<file path="src/rtl/dbss_defs.svh">
`ifndef DBSS_DEFS_SVH
`define DBSS_DEFS_SVH

// Clock and braking time base
`define DBSS_CLK_NS 50
`define DBSS_TICK_NS 100000000
`define DBSS_TICK_CYCLES (`DBSS_TICK_NS / `DBSS_CLK_NS)

// Register byte offsets
`define DBSS_OFS_CTRL 8'h00
`define DBSS_OFS_BFREQ 8'h04
`define DBSS_OFS_SFREQ 8'h08
`define DBSS_OFS_BDUR 8'h0C
`define DBSS_OFS_VOLT 8'h10
`define DBSS_OFS_TUNE 8'h14
`define DBSS_OFS_STAT 8'h18
`define DBSS_OFS_TERM0 8'h40
`define DBSS_OFS_TERM_LAST 8'h6C

// Control and tuning register fields
`define DBSS_CTRL_METHOD_BIT 4
`define DBSS_CTRL_PRE_BIT 5
`define DBSS_TUNE2_LSB 8

// Frequencies in 0.01 Hz steps
`define DBSS_BFREQ_RST 16'h012C
`define DBSS_BFREQ_VEC 16'h0032
`define DBSS_BFREQ_SPECIAL 16'h270F
`define DBSS_SFREQ_RST 16'h0032

// Duration in 0.1 s steps
`define DBSS_BDUR_RST 14'h0005
`define DBSS_BDUR_MAX 14'h0064
`define DBSS_BDUR_HELD 14'h22B8

// Injection voltage percent
`define DBSS_VOLT_SMALL 5'h04
`define DBSS_VOLT_LARGE 5'h02
`define DBSS_VOLT_MAX 5'h1E

// Terminal function codes
`define DBSS_NTERM 12
`define DBSS_FN_BRAKE_REQ 8'h0D
`define DBSS_FN_SECOND 8'h03
`define DBSS_FN_NONE 8'hFF

`endif

</file>
<file path="src/rtl/dbss_pkg.sv">
package dbss_pkg;

	typedef enum logic [1:0] {CTRL_VF, CTRL_AMF, CTRL_SLV, CTRL_VEC} dbss_ctrl_type;
	typedef enum logic [1:0] {KIND_NONE, KIND_DC, KIND_ZERO, KIND_SERVO} dbss_kind_type;
	typedef enum logic [1:0] {TUNE_OFF, TUNE_START, TUNE_OBSERVER} dbss_tune_type;
	typedef enum logic [1:0] {SEQ_RUN, SEQ_TIMED, SEQ_HELD, SEQ_DONE} dbss_seq_type;

	typedef struct packed {
		logic decel;
		logic [15:0] out_freq;
	} dbss_drive_type;

	typedef struct packed {
		logic active;
		logic coast;
		dbss_kind_type kind;
		logic [4:0] volt;
	} dbss_brake_type;

	typedef struct packed {
		logic [11:0][7:0] mem;
		logic [7:0] rdata;
	} dbss_mem_state_type;

	typedef struct packed {
		logic [11:0] term_m;
		logic [11:0] term_s;
		logic rt_m;
		logic rt_s;
		logic enc_m;
		logic enc_s;
		logic pready;
		logic pslverr;
		logic [31:0] prdata;
		dbss_ctrl_type ctrl;
		logic method;
		logic pre;
		logic [15:0] bfreq;
		logic bfreq_wr;
		logic [15:0] sfreq;
		logic [13:0] dur;
		logic [4:0] volt;
		dbss_tune_type tune1;
		dbss_tune_type tune2;
		logic [3:0] scan_idx;
		logic rd_scan;
		logic [3:0] rd_idx;
		logic [11:0] x13_map;
		logic [11:0] rt_map;
		dbss_seq_type seq;
		logic [20:0] tick;
		logic [6:0] remain;
		dbss_brake_type brake;
		logic second_fn;
		dbss_tune_type tune_out;
	} dbss_state_type;

endpackage

</file>
<file path="src/rtl/dbss_term_mem.sv">
`timescale 1ns/1ps
`include "dbss_defs.svh"
module dbss_term_mem
(
	// Clock and reset
	input wire logic pclk,
	input wire logic presetn,
	// Write port
	input wire logic wr_en,
	input wire logic [3:0] wr_idx,
	input wire logic [7:0] wr_data,
	// Registered read port
	input wire logic [3:0] rd_idx,
	output logic [7:0] rd_data
);
	import dbss_pkg::*;

	dbss_mem_state_type st_ff;
	dbss_mem_state_type nxt_st;

	always_comb
	begin
		nxt_st = st_ff;
		if (wr_en && wr_idx < 4'(`DBSS_NTERM))
			nxt_st.mem[wr_idx] = wr_data;
		// Out-of-range index reads as no function
		nxt_st.rdata = (rd_idx < 4'(`DBSS_NTERM)) ? st_ff.mem[rd_idx] : `DBSS_FN_NONE;
	end

	always_ff @(posedge pclk or negedge presetn)
	begin
		if (!presetn)
			st_ff <= '{mem: {`DBSS_NTERM{`DBSS_FN_NONE}}, rdata: `DBSS_FN_NONE};
		else
			st_ff <= nxt_st;
	end

	assign rd_data = st_ff.rdata;
endmodule

</file>
<file path="src/rtl/dbss_top.sv">
// Added by the designer: the register addresses and register access over APB.
`timescale 1ns/1ps
`include "dbss_defs.svh"
module dbss_top
#(
	parameter int TICK_CYCLES = `DBSS_TICK_CYCLES,
	parameter bit LARGE_RATING = 1'b0
)
(
	// Clock and reset
	input wire logic pclk,
	input wire logic presetn,
	// APB slave
	input wire logic psel,
	input wire logic penable,
	input wire logic pwrite,
	input wire logic [7:0] paddr,
	input wire logic [31:0] pwdata,
	output logic [31:0] prdata,
	output logic pready,
	output logic pslverr,
	// Drive status, same clock
	input wire dbss_pkg::dbss_drive_type drive,
	// Pins
	input wire logic [11:0] term_pins,
	input wire logic second_fn_pin,
	input wire logic encoder_fitted,
	// Results
	output dbss_pkg::dbss_brake_type brake,
	output logic second_function_select,
	output dbss_pkg::dbss_tune_type tuning_select
);
	import dbss_pkg::*;

	localparam logic [4:0] VOLT_RST = LARGE_RATING ? `DBSS_VOLT_LARGE : `DBSS_VOLT_SMALL;

	dbss_state_type st_ff;
	dbss_state_type nxt_st;
	logic [7:0] mem_rdata;
	logic [3:0] mem_rd_idx;
	logic mem_wr_en;
	logic apb_wr;
	logic term_acc;
	logic [15:0] thr;
	logic hit;
	logic ext_req;
	logic dur_zero;
	logic dur_held;
	dbss_kind_type kind_t;
	dbss_kind_type kind_h;

	function automatic logic is_term(input logic [7:0] a);
		is_term = a >= `DBSS_OFS_TERM0 && a <= `DBSS_OFS_TERM_LAST && a[1:0] == 2'b00;
	endfunction

	function automatic logic [3:0] term_idx(input logic [7:0] a);
		logic [7:0] d;
		d = a - `DBSS_OFS_TERM0;
		term_idx = d[5:2];
	endfunction

	function automatic dbss_kind_type pick_kind(input dbss_ctrl_type c, input logic m,
		input logic p, input logic held);
		unique case (c)
			CTRL_VEC: pick_kind = p ? KIND_SERVO : KIND_ZERO;
			CTRL_SLV: pick_kind = (held || m) ? KIND_ZERO : KIND_DC;
			CTRL_VF, CTRL_AMF: pick_kind = KIND_DC;
		endcase
	endfunction

	dbss_term_mem u_mem
	(
		.pclk(pclk),
		.presetn(presetn),
		.wr_en(mem_wr_en),
		.wr_idx(term_idx(paddr)),
		.wr_data(pwdata[7:0]),
		.rd_idx(mem_rd_idx),
		.rd_data(mem_rdata)
	);

	assign term_acc = psel && is_term(paddr);
	assign apb_wr = psel && penable && pwrite && st_ff.pready;
	assign mem_wr_en = apb_wr && term_acc;
	// Terminal register reads and writes borrow the port; the scan resumes after
	assign mem_rd_idx = term_acc ? term_idx(paddr) : st_ff.scan_idx;

	// unwritten default drops under vector control
	assign thr = (st_ff.bfreq == `DBSS_BFREQ_SPECIAL) ? st_ff.sfreq :
		(!st_ff.bfreq_wr && st_ff.ctrl == CTRL_VEC) ? `DBSS_BFREQ_VEC : st_ff.bfreq;
	assign hit = drive.decel && drive.out_freq <= thr;
	// request from any terminal coded 13
	assign ext_req = |(st_ff.x13_map & st_ff.term_s);
	assign dur_zero = st_ff.dur == 14'h0000;
	assign dur_held = st_ff.dur == `DBSS_BDUR_HELD;
	assign kind_t = pick_kind(st_ff.ctrl, st_ff.method, st_ff.pre, 1'b0);
	assign kind_h = pick_kind(st_ff.ctrl, st_ff.method, st_ff.pre, 1'b1);

	always_comb
	begin
		nxt_st = st_ff;
		nxt_st.term_m = term_pins;
		nxt_st.term_s = st_ff.term_m;
		nxt_st.rt_m = second_fn_pin;
		nxt_st.rt_s = st_ff.rt_m;
		nxt_st.enc_m = encoder_fitted;
		nxt_st.enc_s = st_ff.enc_m;

		// Terminal function scan, one terminal per cycle
		nxt_st.rd_scan = !term_acc;
		nxt_st.rd_idx = mem_rd_idx;
		if (!term_acc)
			nxt_st.scan_idx = (st_ff.scan_idx == 4'(`DBSS_NTERM - 1)) ? 4'h0 : st_ff.scan_idx + 4'h1;
		if (st_ff.rd_scan && st_ff.rd_idx < 4'(`DBSS_NTERM))
		begin
			nxt_st.x13_map[st_ff.rd_idx] = mem_rdata == `DBSS_FN_BRAKE_REQ;
			nxt_st.rt_map[st_ff.rd_idx] = mem_rdata == `DBSS_FN_SECOND;
		end

		// APB: one wait state, answer registered
		if (st_ff.pready)
		begin
			nxt_st.pready = 1'b0;
			nxt_st.pslverr = 1'b0;
		end
		else if (psel && penable)
		begin
			nxt_st.pready = 1'b1;
			nxt_st.pslverr = 1'b0;
			nxt_st.prdata = 32'h00000000;
			if (term_acc)
				nxt_st.prdata[7:0] = mem_rdata;
			else
			begin
				unique case (paddr)
					`DBSS_OFS_CTRL: nxt_st.prdata[5:0] = {st_ff.pre, st_ff.method, 2'b00, st_ff.ctrl};
					// Special code reads back as written, else the threshold in use
					`DBSS_OFS_BFREQ: nxt_st.prdata[15:0] =
						(st_ff.bfreq == `DBSS_BFREQ_SPECIAL) ? st_ff.bfreq : thr;
					`DBSS_OFS_SFREQ: nxt_st.prdata[15:0] = st_ff.sfreq;
					`DBSS_OFS_BDUR: nxt_st.prdata[13:0] = st_ff.dur;
					`DBSS_OFS_VOLT: nxt_st.prdata[4:0] = st_ff.volt;
					`DBSS_OFS_TUNE: nxt_st.prdata[9:0] = {st_ff.tune2, 6'h00, st_ff.tune1};
					`DBSS_OFS_STAT: nxt_st.prdata[8:0] = {st_ff.enc_s, st_ff.second_fn, ext_req,
						st_ff.tune_out, st_ff.seq, st_ff.brake.kind};
					default: nxt_st.pslverr = 1'b1;
				endcase
			end
		end

		if (apb_wr && !term_acc)
		begin
			unique case (paddr)
				`DBSS_OFS_CTRL:
				begin
					nxt_st.ctrl = dbss_ctrl_type'(pwdata[1:0]);
					nxt_st.method = pwdata[`DBSS_CTRL_METHOD_BIT];
					if (st_ff.enc_s)
						nxt_st.pre = pwdata[`DBSS_CTRL_PRE_BIT];
				end
				`DBSS_OFS_BFREQ:
				begin
					nxt_st.bfreq = pwdata[15:0];
					nxt_st.bfreq_wr = 1'b1;
				end
				`DBSS_OFS_SFREQ: nxt_st.sfreq = pwdata[15:0];
				`DBSS_OFS_BDUR:
					// only 0..10 s or the held code
					if (pwdata[13:0] <= `DBSS_BDUR_MAX || pwdata[13:0] == `DBSS_BDUR_HELD)
						nxt_st.dur = pwdata[13:0];
				`DBSS_OFS_VOLT:
					if (pwdata[4:0] <= `DBSS_VOLT_MAX)
						nxt_st.volt = pwdata[4:0];
				`DBSS_OFS_TUNE:
				begin
					// code 3 is not a tuning mode
					if (pwdata[1:0] != 2'b11)
						nxt_st.tune1 = dbss_tune_type'(pwdata[1:0]);
					if (pwdata[9:8] != 2'b11)
						nxt_st.tune2 = dbss_tune_type'(pwdata[9:8]);
				end
				default: nxt_st.ctrl = st_ff.ctrl;
			endcase
		end

		// terminal code 3 overrides the dedicated pin
		nxt_st.second_fn = (st_ff.rt_map != 12'h000) ? |(st_ff.rt_map & st_ff.term_s) : st_ff.rt_s;
		// second tuning only with second function
		nxt_st.tune_out = st_ff.second_fn ? st_ff.tune2 : st_ff.tune1;

		unique case (st_ff.seq)
			SEQ_RUN:
				if (hit)
				begin
					if (dur_zero)
						nxt_st.seq = SEQ_DONE;
					else if (dur_held)
						nxt_st.seq = (ext_req && !(kind_h == KIND_DC && st_ff.volt == 5'h00)) ?
							SEQ_HELD : SEQ_DONE;
					else if (kind_t == KIND_DC && st_ff.volt == 5'h00)
						nxt_st.seq = SEQ_DONE;
					else
					begin
						nxt_st.seq = SEQ_TIMED;
						nxt_st.tick = 21'h000000;
						nxt_st.remain = st_ff.dur[6:0];
					end
				end
			SEQ_TIMED:
			begin
				nxt_st.tick = st_ff.tick + 21'h000001;
				if (st_ff.tick == 21'(TICK_CYCLES - 1))
				begin
					nxt_st.tick = 21'h000000;
					nxt_st.remain = st_ff.remain - 7'h01;
					if (st_ff.remain <= 7'h01)
						nxt_st.seq = SEQ_DONE;
				end
			end
			SEQ_HELD:
				if (!ext_req || !dur_held)
					nxt_st.seq = SEQ_DONE;
			SEQ_DONE:
				if (dur_held && ext_req && !(kind_h == KIND_DC && st_ff.volt == 5'h00))
					nxt_st.seq = SEQ_HELD;
				else if (!drive.decel)
					nxt_st.seq = SEQ_RUN;
		endcase

		nxt_st.brake.active = nxt_st.seq == SEQ_TIMED || nxt_st.seq == SEQ_HELD;
		nxt_st.brake.coast = nxt_st.seq == SEQ_DONE;
		nxt_st.brake.kind = (nxt_st.seq == SEQ_TIMED) ? kind_t :
			(nxt_st.seq == SEQ_HELD) ? kind_h : KIND_NONE;
		// Voltage unused by zero speed and servo lock
		nxt_st.brake.volt = (nxt_st.brake.kind == KIND_DC) ? st_ff.volt : 5'h00;
	end

	always_ff @(posedge pclk or negedge presetn)
	begin
		if (!presetn)
		begin
			st_ff <= '0;
			st_ff.ctrl <= CTRL_VF;
			st_ff.bfreq <= `DBSS_BFREQ_RST;
			st_ff.sfreq <= `DBSS_SFREQ_RST;
			st_ff.dur <= `DBSS_BDUR_RST;
			st_ff.volt <= VOLT_RST;
			st_ff.seq <= SEQ_RUN;
			st_ff.rd_idx <= 4'hF;
		end
		else
			st_ff <= nxt_st;
	end

	assign prdata = st_ff.prdata;
	assign pready = st_ff.pready;
	assign pslverr = st_ff.pslverr;
	assign brake = st_ff.brake;
	assign second_function_select = st_ff.second_fn;
	assign tuning_select = st_ff.tune_out;
endmodule

</file>
<file path="config.mk">
export PLATFORM = sky130hd
export DESIGN_NAME = dbss_top
export DESIGN_NICKNAME = d
export VERILOG_FILES = /design/src/rtl/dbss_pkg.sv /design/src/rtl/dbss_term_mem.sv /design/src/rtl/dbss_top.sv
export VERILOG_INCLUDE_DIRS = /design/src /design/src/rtl
export SDC_FILE = /design/constraint.sdc
export NUM_CORES = 1
export LEC_CHECK = 0
export BUFFER_PORTS_ARGS = -buffer_cell sky130_fd_sc_hd__buf_2
export CORE_MARGIN = 4
export CORE_UTILIZATION = 42
export CTS_CLUSTER_DIAMETER = 50
export CTS_CLUSTER_SIZE = 24
export DETAILED_ROUTE_END_ITERATION = 6
export GPL_TIMING_DRIVEN = 0
export SKIP_LAST_GASP = 1
export SYNTH_ARGS = -nofsm -noshare
export SYNTH_HDL_FRONTEND = slang
export SYNTH_SLANG_ARGS = --single-unit
</file>
<file path="constraint.sdc">
create_clock -name pclk -period 5.8 [get_ports pclk]
set_input_delay 1.74 -clock pclk [delete_from_list [all_inputs] [get_ports pclk]]
set_output_delay 1.74 -clock pclk [all_outputs]
set_load 0.005 [all_outputs]
</file>
After elaboration in Yosys (flattened, before gate mapping)
Cells that the tools add are included.
- bits in registers: 285
- input bits: 76
- output and inout bits: 46
- word-level logic and storage cells: 201
- add/sub/neg operators: 4
- magnitude comparators: 14
- equality and inequality tests: 32
- mux-type cells: 51
- bitwise gates (word level): 3
- reduce and logical (&&, ||, !) cells: 51
- operators with widths (kind ; number):
    bitwise mux 96 bit ; 1
    2-to-1 mux 28 bit ; 3
    2-to-1 mux 30 bit ; 2
    case mux 28 bit (2 select lines) ; 1
    2-to-1 mux 16 bit ; 3
    2-to-1 mux 8 bit ; 5
    case mux 5 bit (7 select lines) ; 1
    2-to-1 mux 34 bit ; 1
    binary-select mux 8 bit (select 4 bit) ; 1
    demux 8 bit (select 4 bit) ; 1
    equality test 14 bit (second input constant) ; 2
    bitwise AND 12 bit ; 2
    bitwise mux 12 bit ; 2
    equality test 8 x 4 -> 1 bit (second input constant) ; 3
    equality test 8 x 5 -> 1 bit (second input constant) ; 3
    2-to-1 mux 2 bit ; 12
    OR reduction 12 bit ; 2
    adder 21 x 1 -> 21 bit (second input constant) ; 1
    equality test 21 bit (second input constant) ; 1
    logical AND 1 bit ; 19
    equality test 16 x 14 -> 1 bit (second input constant) ; 1
    <= comparator 16 bit ; 1
    < comparator 4 x 5 -> 1 bit (second input constant) ; 3
    case mux 3 bit (5 select lines) ; 1
    41 further kinds ; 83

Depth between registers and ports, before layout
Gate-level depths: netlist of run 1.
- word-level depth: 17
- depth in mapped cells: 17
- gate-level depth less buffers: 17

By module
Synthesis of run 1 repeated with hierarchy kept, for this count alone.
- cells, all modules: 1120
- area, all modules: 13874.6 µm²
- by module, submodules not included (module ; times used ; cells an instance ; area an instance (µm²) ; sequential area each (µm²)):
    dbss_top ; 1 ; 821 ; 9097.5 ; 4546.9
    dbss_term_mem ; 1 ; 299 ; 4777.1 ; 2732.6

Least setup slack after synthesis of run 1
No wires, ideal clock.
- path type: register -> register
- start: register st_ff[118] (netlist bit)
- end: register st_ff (netlist bit brake[0])
- library setup time: 119 ps
- arrival time: 3961 ps
- required time: 5681 ps
- slack: 1720 ps
- cell stages (with the launch flop): 15
- buffers on the path: 1
- clock period less this slack: 4080 ps
- cells stage by stage: dfstp_2 -> or4b_2 -> nor3_2 -> clkbuf_1 -> a22oi_1 -> ha_1 -> nand4_1 -> nor4_1 -> a32oi_1 -> a221oi_1 -> inv_1 -> ha_1 -> nor2_1 -> a21oi_1 -> and2_1
- RTL lines (element ; line ; source):
    start: declaration ; dbss_top.sv:37 ; dbss_state_type st_ff;
    start signal: assignment ; dbss_top.sv:252 ; st_ff <= nxt_st;

==> summary.md, run 1 <==
| Metric | Value |
|---|---|
| Switching power share of the total | between 30% and 40% |
| Average size of a mapped cell | about 11 um2 |
| Hold_sp | nxt_st[171]$_DFF_PN0_ |
| Area Overhead vs Synth | 16.9% |
| GR Util All Layers | between 20% and 30% |
| Hold crit path type | register to register |
| Worst path required time | 6200 ps |
| Fmax | around 200 MHz |
| Die area | around 36000 um2 |
| EDFF count, synth | 0 |
| YS warnings | 0 |
| Worst vdd ir | roughly 0.25 mV |
| Worst reg2reg setup slack | ~750 ps |
| Mapped cell area | ~14000 um2 |
| Clock power frac | between 40% and 50% |
| Clk sink count | around 290 |
| Share of cells above drive strength 1 | 36.1% |
| Routed WL per cell | between 20 and 25 um |
| Design area | between 15000 and 20000 um2 |
| Cts bufs inserted | 34 |
| Post-CTS setup buffers | 0 |
| IO Pins | between 100 and 150 |
| TritonCTS clock tree | built |
| CTS root buf | clkbuf_16 |
| DRT antenna net count | 0 |
| FF-to-FF Start | st_ff[118]$_DFFE_PN1P_ |
| Worst Setup Start Kind | register |
| IO Port Bufs | 85 |
| Post-route clock skew | 23.7 ps |
| Die H | ~190 um |
| Sequential share of power | approximately two fifths |
| WL final | around 37 mm |
| RSZ-0062 raised after global routing | false |
| Setup Crit Path Kind | register to register |
| Max Cap Violations | 0 |
| Yosys top cell area share | between 30% and 40% |
| Largest net degree at the start of global routing | around 110 |
| Vias in the first global route | roughly 10000 |
| Initial antenna violation count | 0 |
| Clock latency on the worst-skew pair | between 500 and 600 ps |
| Fill cell count | about 2900 |
| Share of async-settable or async-resettable flops after synthesis | between 90% and 100% |
| CP Capture Type | register |
| Post-DR vias/cell | around 5.5 |
| Via count | roughly 10000 |
| Final core occ | 50.3% |
| DR iter-0 viols | 847 |
| Clock Tree Buf Depth | 3 |
| Post-layout nets | around 1500 |
| Synth Register Bits | ~290 |
| Status | completed |
| Worst-path clk slew | around 70 ps |
| PwrDens | 351 nW/um2 |
| Number of distinct library cells after synthesis | 70 |
| Total power | around 0.0056 W |
| Int Pwr | about 0.0039 W |
| Final critical-path required period | a little over 5000 ps |
| Seq/Total Area, Yosys | approximately 53% |
| Tcrit/Tclk final | 87.1% |
| Largest area contributor in the netlist | dfrtp_1 |
| Grt ovf | 0 |
| Net Sw Power | 0.00173 W |
| Hold path depth | 0 |
| Row cnt | between 60 and 70 |
| Crit path DAT | roughly 5500 ps |
| Number of hold buffers added after cts | 0 |
| Synth area leaders | dfrtp_1 31%, dfstp_2 23%, mux2_2 14% |
| Gate power share | about a fifth |
| CP Max Fanout | 10 |
| Ant. Diodes | 0 |
| First-pass GRT wire length | a little under 60 mm |
| Chip Width | ~190 um |
| Crit path from | st_ff[118]$_DFFE_PN1P_ |
| Dpl hpwl | between 20 and 30 mm |
| Starting Density | 43.0% |
| Worst Reg-to-Reg Cells | 14 |
| # H-tree levels | 2 |
| Post-DP Area | about 15000 um2 |
| Static Leak | between 6 and 7 nW |
| R2r endpoint | brake[2]$_DFF_PN0_ |
| GP Congestion | around 0.95 |
| Ys flop type | dfrtp_1 |
| Worst-Margin Slew | around 820 ps |
| Residual DRC | 0 |
| Core ar. | between 30000 and 40000 um2 |
| Slew Limit Fails | 0 |
| # setup viols final | 0 |
| Relative slew slack | between 40% and 50% |
| Cell count after synthesis | 1235 |
| Endpoint, Worst Hold | st_ff[171]$_DFF_PN0_ |
| PostCTS Resize Cnt | 0 |
| First-pass DRT Iterations | 7 |
| Hold Fails Final Rpt | 0 |
==> critical path, stage by stage (launching register included) <==
cell,delay [ps]
dfstp_2,590
or4b_2,610
nor3_2,390
clkbuf_1,470
a22oi_1,220
ha_1,360
nand4_1,190
nor4_1,550
a32oi_1,260
a221oi_1,510
inv_1,90
ha_1,200
nor2_1,170
a21oi_1,100
and2_1,210
==> logic make-up (layout without fill, tap and decap cells) <==
group,after synthesis,count (layout),synth area share (%)
AOI/OAI and AO/OA,192,192,9.68
adders and majority gates,24,24,2.18
and+or+nand+nor,439,439,15.8
DFF,285,285,53.2
other,1,16,0.0274
buffers and inverters,116,264,4.42
muxes,178,178,14.7
==> metal layers <==
| layer | part of all wire [%] | global-route usage, % | up-vias |
|---|---|---|---|
| met5 | 0 | 0 | - |
| met1 | 44 | 27.8 | 5079 |
| li1 | - | - | 4698 |
| met2 | 48 | 34.2 | 318 |
| met4 | 2.6 | 6.36 | 0 |
| met3 | 5.4 | 3.45 | 62 |
==> power groups by stage <==
stage                     logic (W)  registers, W  clock network [W]
after floorplan            0.000668       0.00225                  0
after global placement      0.00105       0.00230                  0
after detailed placement    0.00106       0.00230                  0
after CTS                   0.00106       0.00227            0.00233
after global routing        0.00119       0.00228            0.00241
final                       0.00106       0.00227            0.00227
==> cells in the mapped netlist (9+ instances only) <==
master	count
nor4_1	10
nor2_1	60
nand4_1	15
nand3_1	72
nand2b_1	12
nand2_1	168
a21oi_1	28
a22oi_1	16
nor3_1	18
and3_1	15
dfstp_2	118
clkbuf_1	50
a31oi_1	13
buf_4	44
mux2_2	173
o21ai_0	55
or3_1	10
inv_1	13
ha_1	23
and2_1	9
dfrtp_1	167
a221oi_1	13
==> worst max path at each step <==
stage                     cells after the start  slack (ps)                         end
after detailed placement                     10         690  u_mem.rd_data[4]$_DFF_PN1_
after floorplan                              14        1720          brake[0]$_DFF_PN0_
after global routing                         13         320          brake[1]$_DFF_PN0_
after global placement                        1       -2280       nxt_st[178]$_DFF_PN0_
after CTS                                    13         800          brake[1]$_DFF_PN0_
final                                        14         750          brake[2]$_DFF_PN0_
==> cell usage in the layout (no fill, tap or decap), types with 10 or more instances in the layout <==
| master | netlist | final |
|---|---|---|
| clkbuf_1 | 50 | 53 |
| nand2_1 | 168 | 168 |
| dfrtp_1 | 167 | 167 |
| a31oi_1 | 13 | 13 |
| or3_1 | 10 | 10 |
| mux2_2 | 173 | 173 |
| conb_1 | 1 | 16 |
| a221oi_1 | 13 | 13 |
| a21oi_1 | 28 | 28 |
| and3_1 | 15 | 15 |
| clkbuf_16 | 0 | 37 |
| nor3_1 | 18 | 18 |
| nor4_1 | 10 | 10 |
| dfstp_2 | 118 | 118 |
| ha_1 | 23 | 23 |
| o21ai_0 | 55 | 55 |
| nand3_1 | 72 | 72 |
| buf_4 | 44 | 44 |
| nor2_1 | 60 | 60 |
| buf_2 | 3 | 87 |
| a22oi_1 | 16 | 16 |
| nand2b_1 | 12 | 12 |
| nand4_1 | 15 | 15 |
| inv_1 | 13 | 13 |
==> registers in the layout, indices dropped and copies added (netlist names) <==
signal and flops:
st_ff 137, pready 1, u_mem.rd_data 8, nxt_st 14
u_mem.st_ff 96, second_function_select 1, brake 9, pslverr 1
prdata 16, tuning_select 2
==> stage by stage <==
stage	setup TNS (ps)	setup WS (ps)	hold slack (ps)	instances
final	0	747	344	1833
after global placement	-432750	-2280	335	1770
after global routing	0	320	352	1833
after floorplan	0	1720	331	1250
after CTS	0	797	349	1833
after detailed placement	0	695	335	1772
==> area by class of cell <==
| class | count | area, um2 | area share [%] |
|---|---|---|---|
| flip-flops and latches | 285 | 7280 | 45.5 |
| clock buffers | 42 | 965 | 6.03 |
| well taps | 435 | 544 | 3.40 |
| plain buffers | 101 | 548 | 3.43 |
| repair buffers | 87 | 490 | 3.07 |
| multi-input cells | 849 | 5850 | 36.6 |
| clock inverters | 19 | 262 | 1.63 |
| inverters | 15 | 56.3 | 0.352 |
Note: power is estimated with default switching activity, not from simulation.
==> run 2, diff against run 1 <==
--- a/config.mk
+++ b/config.mk
@@ -6,7 +6,7 @@
 export SDC_FILE = /design/constraint.sdc
 export NUM_CORES = 1
 export LEC_CHECK = 0
-export BUFFER_PORTS_ARGS = -buffer_cell sky130_fd_sc_hd__buf_2
+export BUFFER_PORTS_ARGS = -buffer_cell sky130_fd_sc_hd__clkbuf_2
 export CORE_MARGIN = 4
 export CORE_UTILIZATION = 42
 export CTS_CLUSTER_DIAMETER = 50
==> run 2 against run 1 <==
  * Via count down 0.73%
  * Hold slack better by 5.3 ps
  * Cell count down 0.27%
  * Flip-flop and latch count unchanged
  * Design area down 1.4%
  * Fmax up 0.17%
  * Worst setup slack better by 8.8 ps
  * Largest cell class unchanged
==> summary.md, run 2 (synthesis gave the netlist of run 1 again) <==
| Metric | Value |
|---|---|
| Area Overhead vs Synth | 15.3% |
| Routed WL per cell | between 15 and 20 um |
| Clock Tree Buf Depth | 3 |
| TritonCTS clock tree | built |
| Die H | between 150 and 200 um |
| IO Pins | about 120 |
| Setup ws final | between 700 and 800 ps |
| Slowest CP cell | or4b_2 |
| Worst reg2reg setup slack | roughly 760 ps |
| Worst Setup Start Kind | register |
| Setup Crit Path Kind | register to register |
| Hold crit path type | register to register |
| Post-layout nets | 1468 |
| Vias in the first global route | 10100 |
| CP Capture Type | register |
| Final core occ | between 40% and 50% |
| Post-DP Area | between 10000 and 15000 um2 |
| Core ar. | 31800 um2 |
| # setup viols final | 0 |
| Chip Width | 188 um |
| Clk sink count | 285 |
| Fmax | just under 200 MHz |
| Row cnt | 65 |
| Starting Density | a little over two fifths |
| CP Max Fanout | 10 |
| Final critical-path required period | 5040 ps |
| Slew Limit Fails | 0 |
| Commonest non-fill, non-tap cell in the layout | mux2_2 |
| Largest reg by FF count | st_ff |
| Worst vdd ir | between 0.2 and 0.25 mV |
| Most used cell, CP | ha_1 |
| Worst-Margin Slew | 949 ps |
| # H-tree levels | 1 |
| Post-CTS setup buffers | 0 |
| First-pass GRT wire length | 57.8 mm |
| Cts bufs inserted | 30 |
| Worst-path clk slew | approximately 70 ps |
| Largest net degree at the start of global routing | approximately 100 |
| TNS Setup | 0 ps |
| Grt ovf | 0 |
| DR iter-0 viols | 830 |
| Tcrit/Tclk final | 87.0% |
| GR Util All Layers | between 20% and 30% |
| Relative slew slack | 36.2% |
| Hold Fails Final Rpt | 0 |
| Max Cap Violations | 0 |
| Fill cell count | 2887 |
| WHS | 349 ps |
| Residual DRC | 0 |
| Share of cells above drive strength 1 | a little over a third |
| Design area | 15800 um2 |
| WL final | approximately 36 mm |
| Via count | between 10000 and 15000 |
| PwrDens | between 300 and 400 nW/um2 |
| Dpl hpwl | ~26 mm |
| Number of hold buffers added after cts | 0 |
| GP Congestion | approximately 0.95 |
| Critical Path, Cell by Cell | or4b_2 > nor3_2 > clkbuf_1 > a22oi_1 > ha_1 > nand4_1 > nor4_1 > a32oi_1 > a221oi_1 > inv_1 > ha_1 > nor2_1 > a21oi_1 > and2_1 |
| FF-to-FF Start | st_ff[118]$_DFFE_PN1P_ |
| Die area | around 36000 um2 |
| Post-DR vias/cell | 5.52 |
| Crit path from | st_ff[118]$_DFFE_PN1P_ |
| CP peak stage delay | between 600 and 700 ps |
| IO Port Bufs | between 80 and 90 |
| Initial antenna violation count | 0 |
| RSZ-0062 raised after global routing | false |
| CTS root buf | clkbuf_16 |
| Largest register FFs | 137 |
| Hold_sp | nxt_st[181]$_DFF_PN0_ |
| Clock latency on the worst-skew pair | approximately 560 ps |
| Status | completed |
| Worst path required time | between 6000 and 7000 ps |
| DRT antenna net count | 0 |
| Most frequent cells in the layout | 173 x mux2_2, 168 x nand2_1, 167 x dfrtp_1 |
| Dpl ws | approximately 700 ps |
| Static Leak | 6.88 nW |
| Crit path DAT | 5490 ps |
| Post-route clock skew | between 10 and 15 ps |
| Ant. Diodes | 0 |
| PostCTS Resize Cnt | 0 |
| First-pass DRT Iterations | 5 |
-- run 2: cell count changes in the layout (fill, tap and decap cells not counted), moves of 3 or more --
cell / before / now
buf_2: 87 / 3
bufinv_16: 4 / 1
clkbuf_16: 37 / 31
clkbuf_2: 0 / 84
clkinv_2: 1 / 4
clkinvlp_4: 3 / 6
-- run 2: metrics by stage --
stage | instances | total power [W]
floorplan | 1250 | 0.00292
global placement | 1770 | 0.00334
detailed placement | 1772 | 0.00336
CTS | 1828 | 0.00530
global route | 1828 | 0.00553
finish | 1828 | 0.00526
-- run 2: where the power goes --
group          switching, W  internal (W)
registers          0.000120       0.00215
clock network      0.000872       0.00105
logic              0.000726      0.000337
-- run 2: per-layer routing --
layer  wire, um  vias to the layer above  track usage [%]
met5          0                        -                0
met4        966                        0             5.69
met3       1870                       56             3.02
met2      17500                      262             33.5
met1      16200                     5065             28.1
li1           -                     4700                -
-- run 2: final cells by class --
cell class	instances	area, um2	area share [%]
Tap cell	435	544	3.45
Buffer	101	548	3.48
Sequential cell	285	7280	46.2
Multi-Input combinational cell	849	5850	37.1
Clock buffer	33	783	4.97
Clock inverter	23	220	1.40
Timing Repair Buffer	87	489	3.10
Inverter	15	56.3	0.357
-- run 2: critical path: cells and delay by family (launching register included) --
kind	cells	cell delay [ps]
adders and majority gates	2	560
buffers and inverters	2	560
and+or+nand+nor	6	2120
DFF	1	590
AOI/OAI and AO/OA	4	1100
-- run 2: path summary, 6_finish.rpt --
| kind | to | depth (start not counted) |
|---|---|---|
| max | brake[4]$_DFF_PN0_ | 14 |
| min | st_ff[181]$_DFF_PN0_ | 0 |
| max reg2reg | brake[4]$_DFF_PN0_ | 14 |
| min reg2reg | st_ff[181]$_DFF_PN0_ | 0 |
| max in group asynchronous | u_mem.st_ff[29]$_DFFE_PN1P_ | 3 |
| min in group asynchronous | st_ff[19]$_DFFE_PN0P_ | 1 |
==> run 3, diff against run 2 <==
--- a/config.mk
+++ b/config.mk
@@ -6,6 +6,7 @@
 export SDC_FILE = /design/constraint.sdc
 export NUM_CORES = 1
 export LEC_CHECK = 0
+export ABC_AREA = 1
 export BUFFER_PORTS_ARGS = -buffer_cell sky130_fd_sc_hd__clkbuf_2
 export CORE_MARGIN = 4
 export CORE_UTILIZATION = 42
==> run 3 against run 2 <==
  * Worst setup slack gained 730 ps
  * Design area grew 5.0%
  * Flip-flop and latch count is the same
  * Non-clock buffer count grew 5
  * Routed wire length grew 16%
  * Clock skew grew 24 ps
  * Largest cell class unchanged
==> summary.md, run 3 <==
| Metric | Value |
|---|---|
| Status | completed |
| Cell count after synthesis | between 1500 and 2000 |
| Share of async-settable or async-resettable flops after synthesis | between 90% and 100% |
| Dpl hpwl | 31.4 mm |
| Tcrit/Tclk final | 74.4% |
| Slew Limit Fails | 0 |
| Post-synthesis simple-gate area fraction | 24.9% |
| Mapped cell area | between 10000 and 15000 um2 |
| Post-layout nets | roughly 2000 |
| Fmax | 232 MHz |
| Largest reg by FF count | st_ff |
| Commonest non-fill, non-tap cell in the layout | nand2_1 |
| Clock Tree Buf Depth | 3 |
| Fill cell count | between 3000 and 4000 |
| Grt ovf | 0 |
| Gate power share | about a quarter |
| Via count | roughly 12000 |
| Core ar. | 33500 um2 |
| Post-synth top cells | 513 x nand2_1, 202 x o21ai_0, 167 x dfrtp_1, 156 x inv_1, 119 x nand3_1 |
| IO Pins | between 100 and 150 |
| Worst vdd ir | ~0.24 mV |
| Synth Area in Compound Gates | 12.7% |
| Setup Crit Path Kind | register to register |
| GP Congestion | around 0.96 |
| Die H | slightly below 200 um |
| WHS | between 300 and 400 ps |
| Largest net degree at the start of global routing | 96 |
| Share of cells above drive strength 1 | roughly 20% |
| WL met3 | about 2.7 mm |
| DRT antenna net count | 0 |
| CP Capture Type | register |
| DR iter-0 viols | 966 |
| Clock latency on the worst-skew pair | between 500 and 600 ps |
| Residual DRC | 0 |
| Dpl ws | 1210 ps |
| TritonCTS clock tree | built |
| Register area | 7280 um2 |
| Synth Register Bits | ~290 |
| Setup ws final | between 1000 and 1500 ps |
| Yosys top cell area share | approximately 30% |
| Worst Setup Start Kind | register |
| First-pass DRT Iterations | 5 |
| Post-synthesis mux area share | 0% |
| Hold Fails Final Rpt | 0 |
| Cts bufs inserted | 34 |
| First-pass GRT wire length | ~67 mm |
| WL final | 42.3 mm |
| Max Cap Violations | 0 |
| Starting Density | between 40% and 50% |
| Synth Area in Adders | approximately 2.0% |
| Worst-path clk slew | 70 ps |
| Most numerous cell in the Yosys netlist | nand2_1 |
| Final critical-path required period | 4310 ps |
| EDFF count, synth | 0 |
| Switching power share of the total | about a third |
| CTS root buf | clkbuf_16 |
| Met2 wire len | ~19 mm |
| Worst path required time | approximately 6200 ps |
| Area of the multi-input gates | just under 6000 um2 |
| Total power | roughly 0.0062 W |
| Area Overhead vs Synth | 16.1% |
| Number of distinct library cells after synthesis | between 50 and 60 |
| CP Max Fanout | 9 |
| Net Sw Power | approximately 0.0022 W |
| RSZ-0062 raised after global routing | false |
| GR Util All Layers | between 20% and 30% |
| Top sig layer | met4 |
| Seq/Total Area, Yosys | 51.0% |
| Number of hold buffers added after cts | 0 |
| Worst-Margin Slew | between 1000 and 1500 ps |
| Synth area leaders | dfrtp_1 29%, dfstp_2 22%, nand2_1 14% |
| PostCTS Resize Cnt | 0 |
| Post-DR vias/cell | between 5 and 6 |
| Vias in the first global route | about 12000 |
| Die area | 37000 um2 |
| Chip Width | slightly below 200 um |
| Post-CTS setup buffers | 0 |
| Largest register FFs | 137 |
| YS warnings | 0 |
| Average size of a mapped cell | 8.18 um2 |
| Largest area contributor in the netlist | dfrtp_1 |
| Hold crit path type | register to register |
| Final core occ | between 40% and 50% |
| Int Pwr | approximately 0.004 W |
| Static Leak | approximately 7.6 nW |
| Routed WL per cell | roughly 18 um |
| # H-tree levels | 2 |
| Ys flop type | dfrtp_1 |
| Met1 WL | between 15 and 20 mm |
| Most frequent cells in the layout | 513 x nand2_1, 202 x o21ai_0, 167 x dfrtp_1 |
| IO Port Bufs | slightly below 90 |
| Initial antenna violation count | 0 |
| PwrDens | about 370 nW/um2 |
| Post-Synth XOR/XNOR Area | less than 1% |
| Placed Cells | 2297 |
| Clk sink count | between 200 and 300 |
| Sequential share of power | between 40% and 50% |
| Final Non-Filler Cells | ~2400 |
| Ant. Diodes | 0 |
| Relative slew slack | approximately 28% |
| Main combinational cell family by area after synthesis | simple AND/OR/NAND/NOR gates |
| Crit path DAT | between 4000 and 5000 ps |
| Clock power frac | 35.1% |
| Post-route clock skew | 36.2 ps |
| # setup viols final | 0 |
| Row cnt | 67 |
## run 3: cell count changes after synthesis, sizes merged, moves of 12 or more
cell	change
nand2	+349
o211ai	+13
mux2	-173
nor2	+47
inv	+148
o21ai	+156
nand3	+48
a21oi	+29
a31oi	-12
buf	+26
nand4	+17
clkbuf	-25
and3	-15
## run 3: power by group through the flow
| stage | logic, W | clock network (W) | registers, W |
|---|---|---|---|
| 2_1_floorplan | 0.00106 | 0 | 0.00243 |
| 3_3_place_gp | 0.00149 | 0 | 0.00251 |
| 3_5_place_dp | 0.00153 | 0 | 0.00251 |
| 4_1_cts | 0.00153 | 0.00222 | 0.00248 |
| 5_1_grt | 0.00173 | 0.00230 | 0.00252 |
| 6_report | 0.00154 | 0.00217 | 0.00248 |
## run 3: worst paths after layout
path,from,to,slack (ps),depth (start not counted)
max,st_ff[118]$_DFFE_PN1P_,brake[2]$_DFF_PN0_,1490,25
min,nxt_st[183]$_DFF_PN0_,st_ff[183]$_DFF_PN0_,350,0
max reg2reg,st_ff[118]$_DFFE_PN1P_,brake[2]$_DFF_PN0_,1490,25
min reg2reg,nxt_st[183]$_DFF_PN0_,st_ff[183]$_DFF_PN0_,350,0
max in group asynchronous,presetn,st_ff[29]$_DFFE_PN0P_,3530,3
min in group asynchronous,presetn,st_ff[109]$_DFFE_PN0P_,1160,1
## run 3: kinds of logic (layout without fill, tap and decap cells)
kind of cell	after synthesis	after routing
AO/OA/AOI/OAI	326	326
XOR/XNOR	12	12
adder cells (fa/ha/maj)	23	23
buffers and inverters	266	418
flip-flops	285	285
other	1	16
AND/OR/NAND/NOR	830	830
## run 3: worst max-delay path: stages, from the launching register on
cell and delay (ps):
dfstp_2 570, nand4_1 120, nor2_1 130, nand2_1 110
nand2_1 260, inv_1 130, a211oi_1 290, ha_1 310
a21oi_1 130, nor2_1 50, nor2_1 80, nand2_1 60
nand2_1 50, nand2_1 40, nand2_1 330, nand2_1 90
nand2_1 110, nand3_1 130, inv_1 180, ha_1 170
inv_1 60, nand2_1 90, a21oi_1 80, a211oi_1 240
nand2b_1 180, nor2_1 220
## run 3: area by class of cell
cell class                 count  area share [%]
buffer                       102            3.65
sequential                   285            43.9
inverter                     164            3.73
timing repair buffer          91            3.21
tap                          448            3.38
clock buffer                  40            5.52
clock inverter                21            1.44
multi-input combinational   1207            35.1
## run 3: metrics by stage
stage,area (um2),setup TNS [ps]
after floorplan,14300,0
final,16600,0
after detailed placement,15400,0
after global routing,16600,0
after global placement,15300,-601620
after CTS,16600,0
## run 3: metal layers
metal,vias up,track usage [%]
li1,5977,-
met1,5882,32.5
met2,409,36.8
met3,81,3.29
met4,0,7.24
met5,-,0
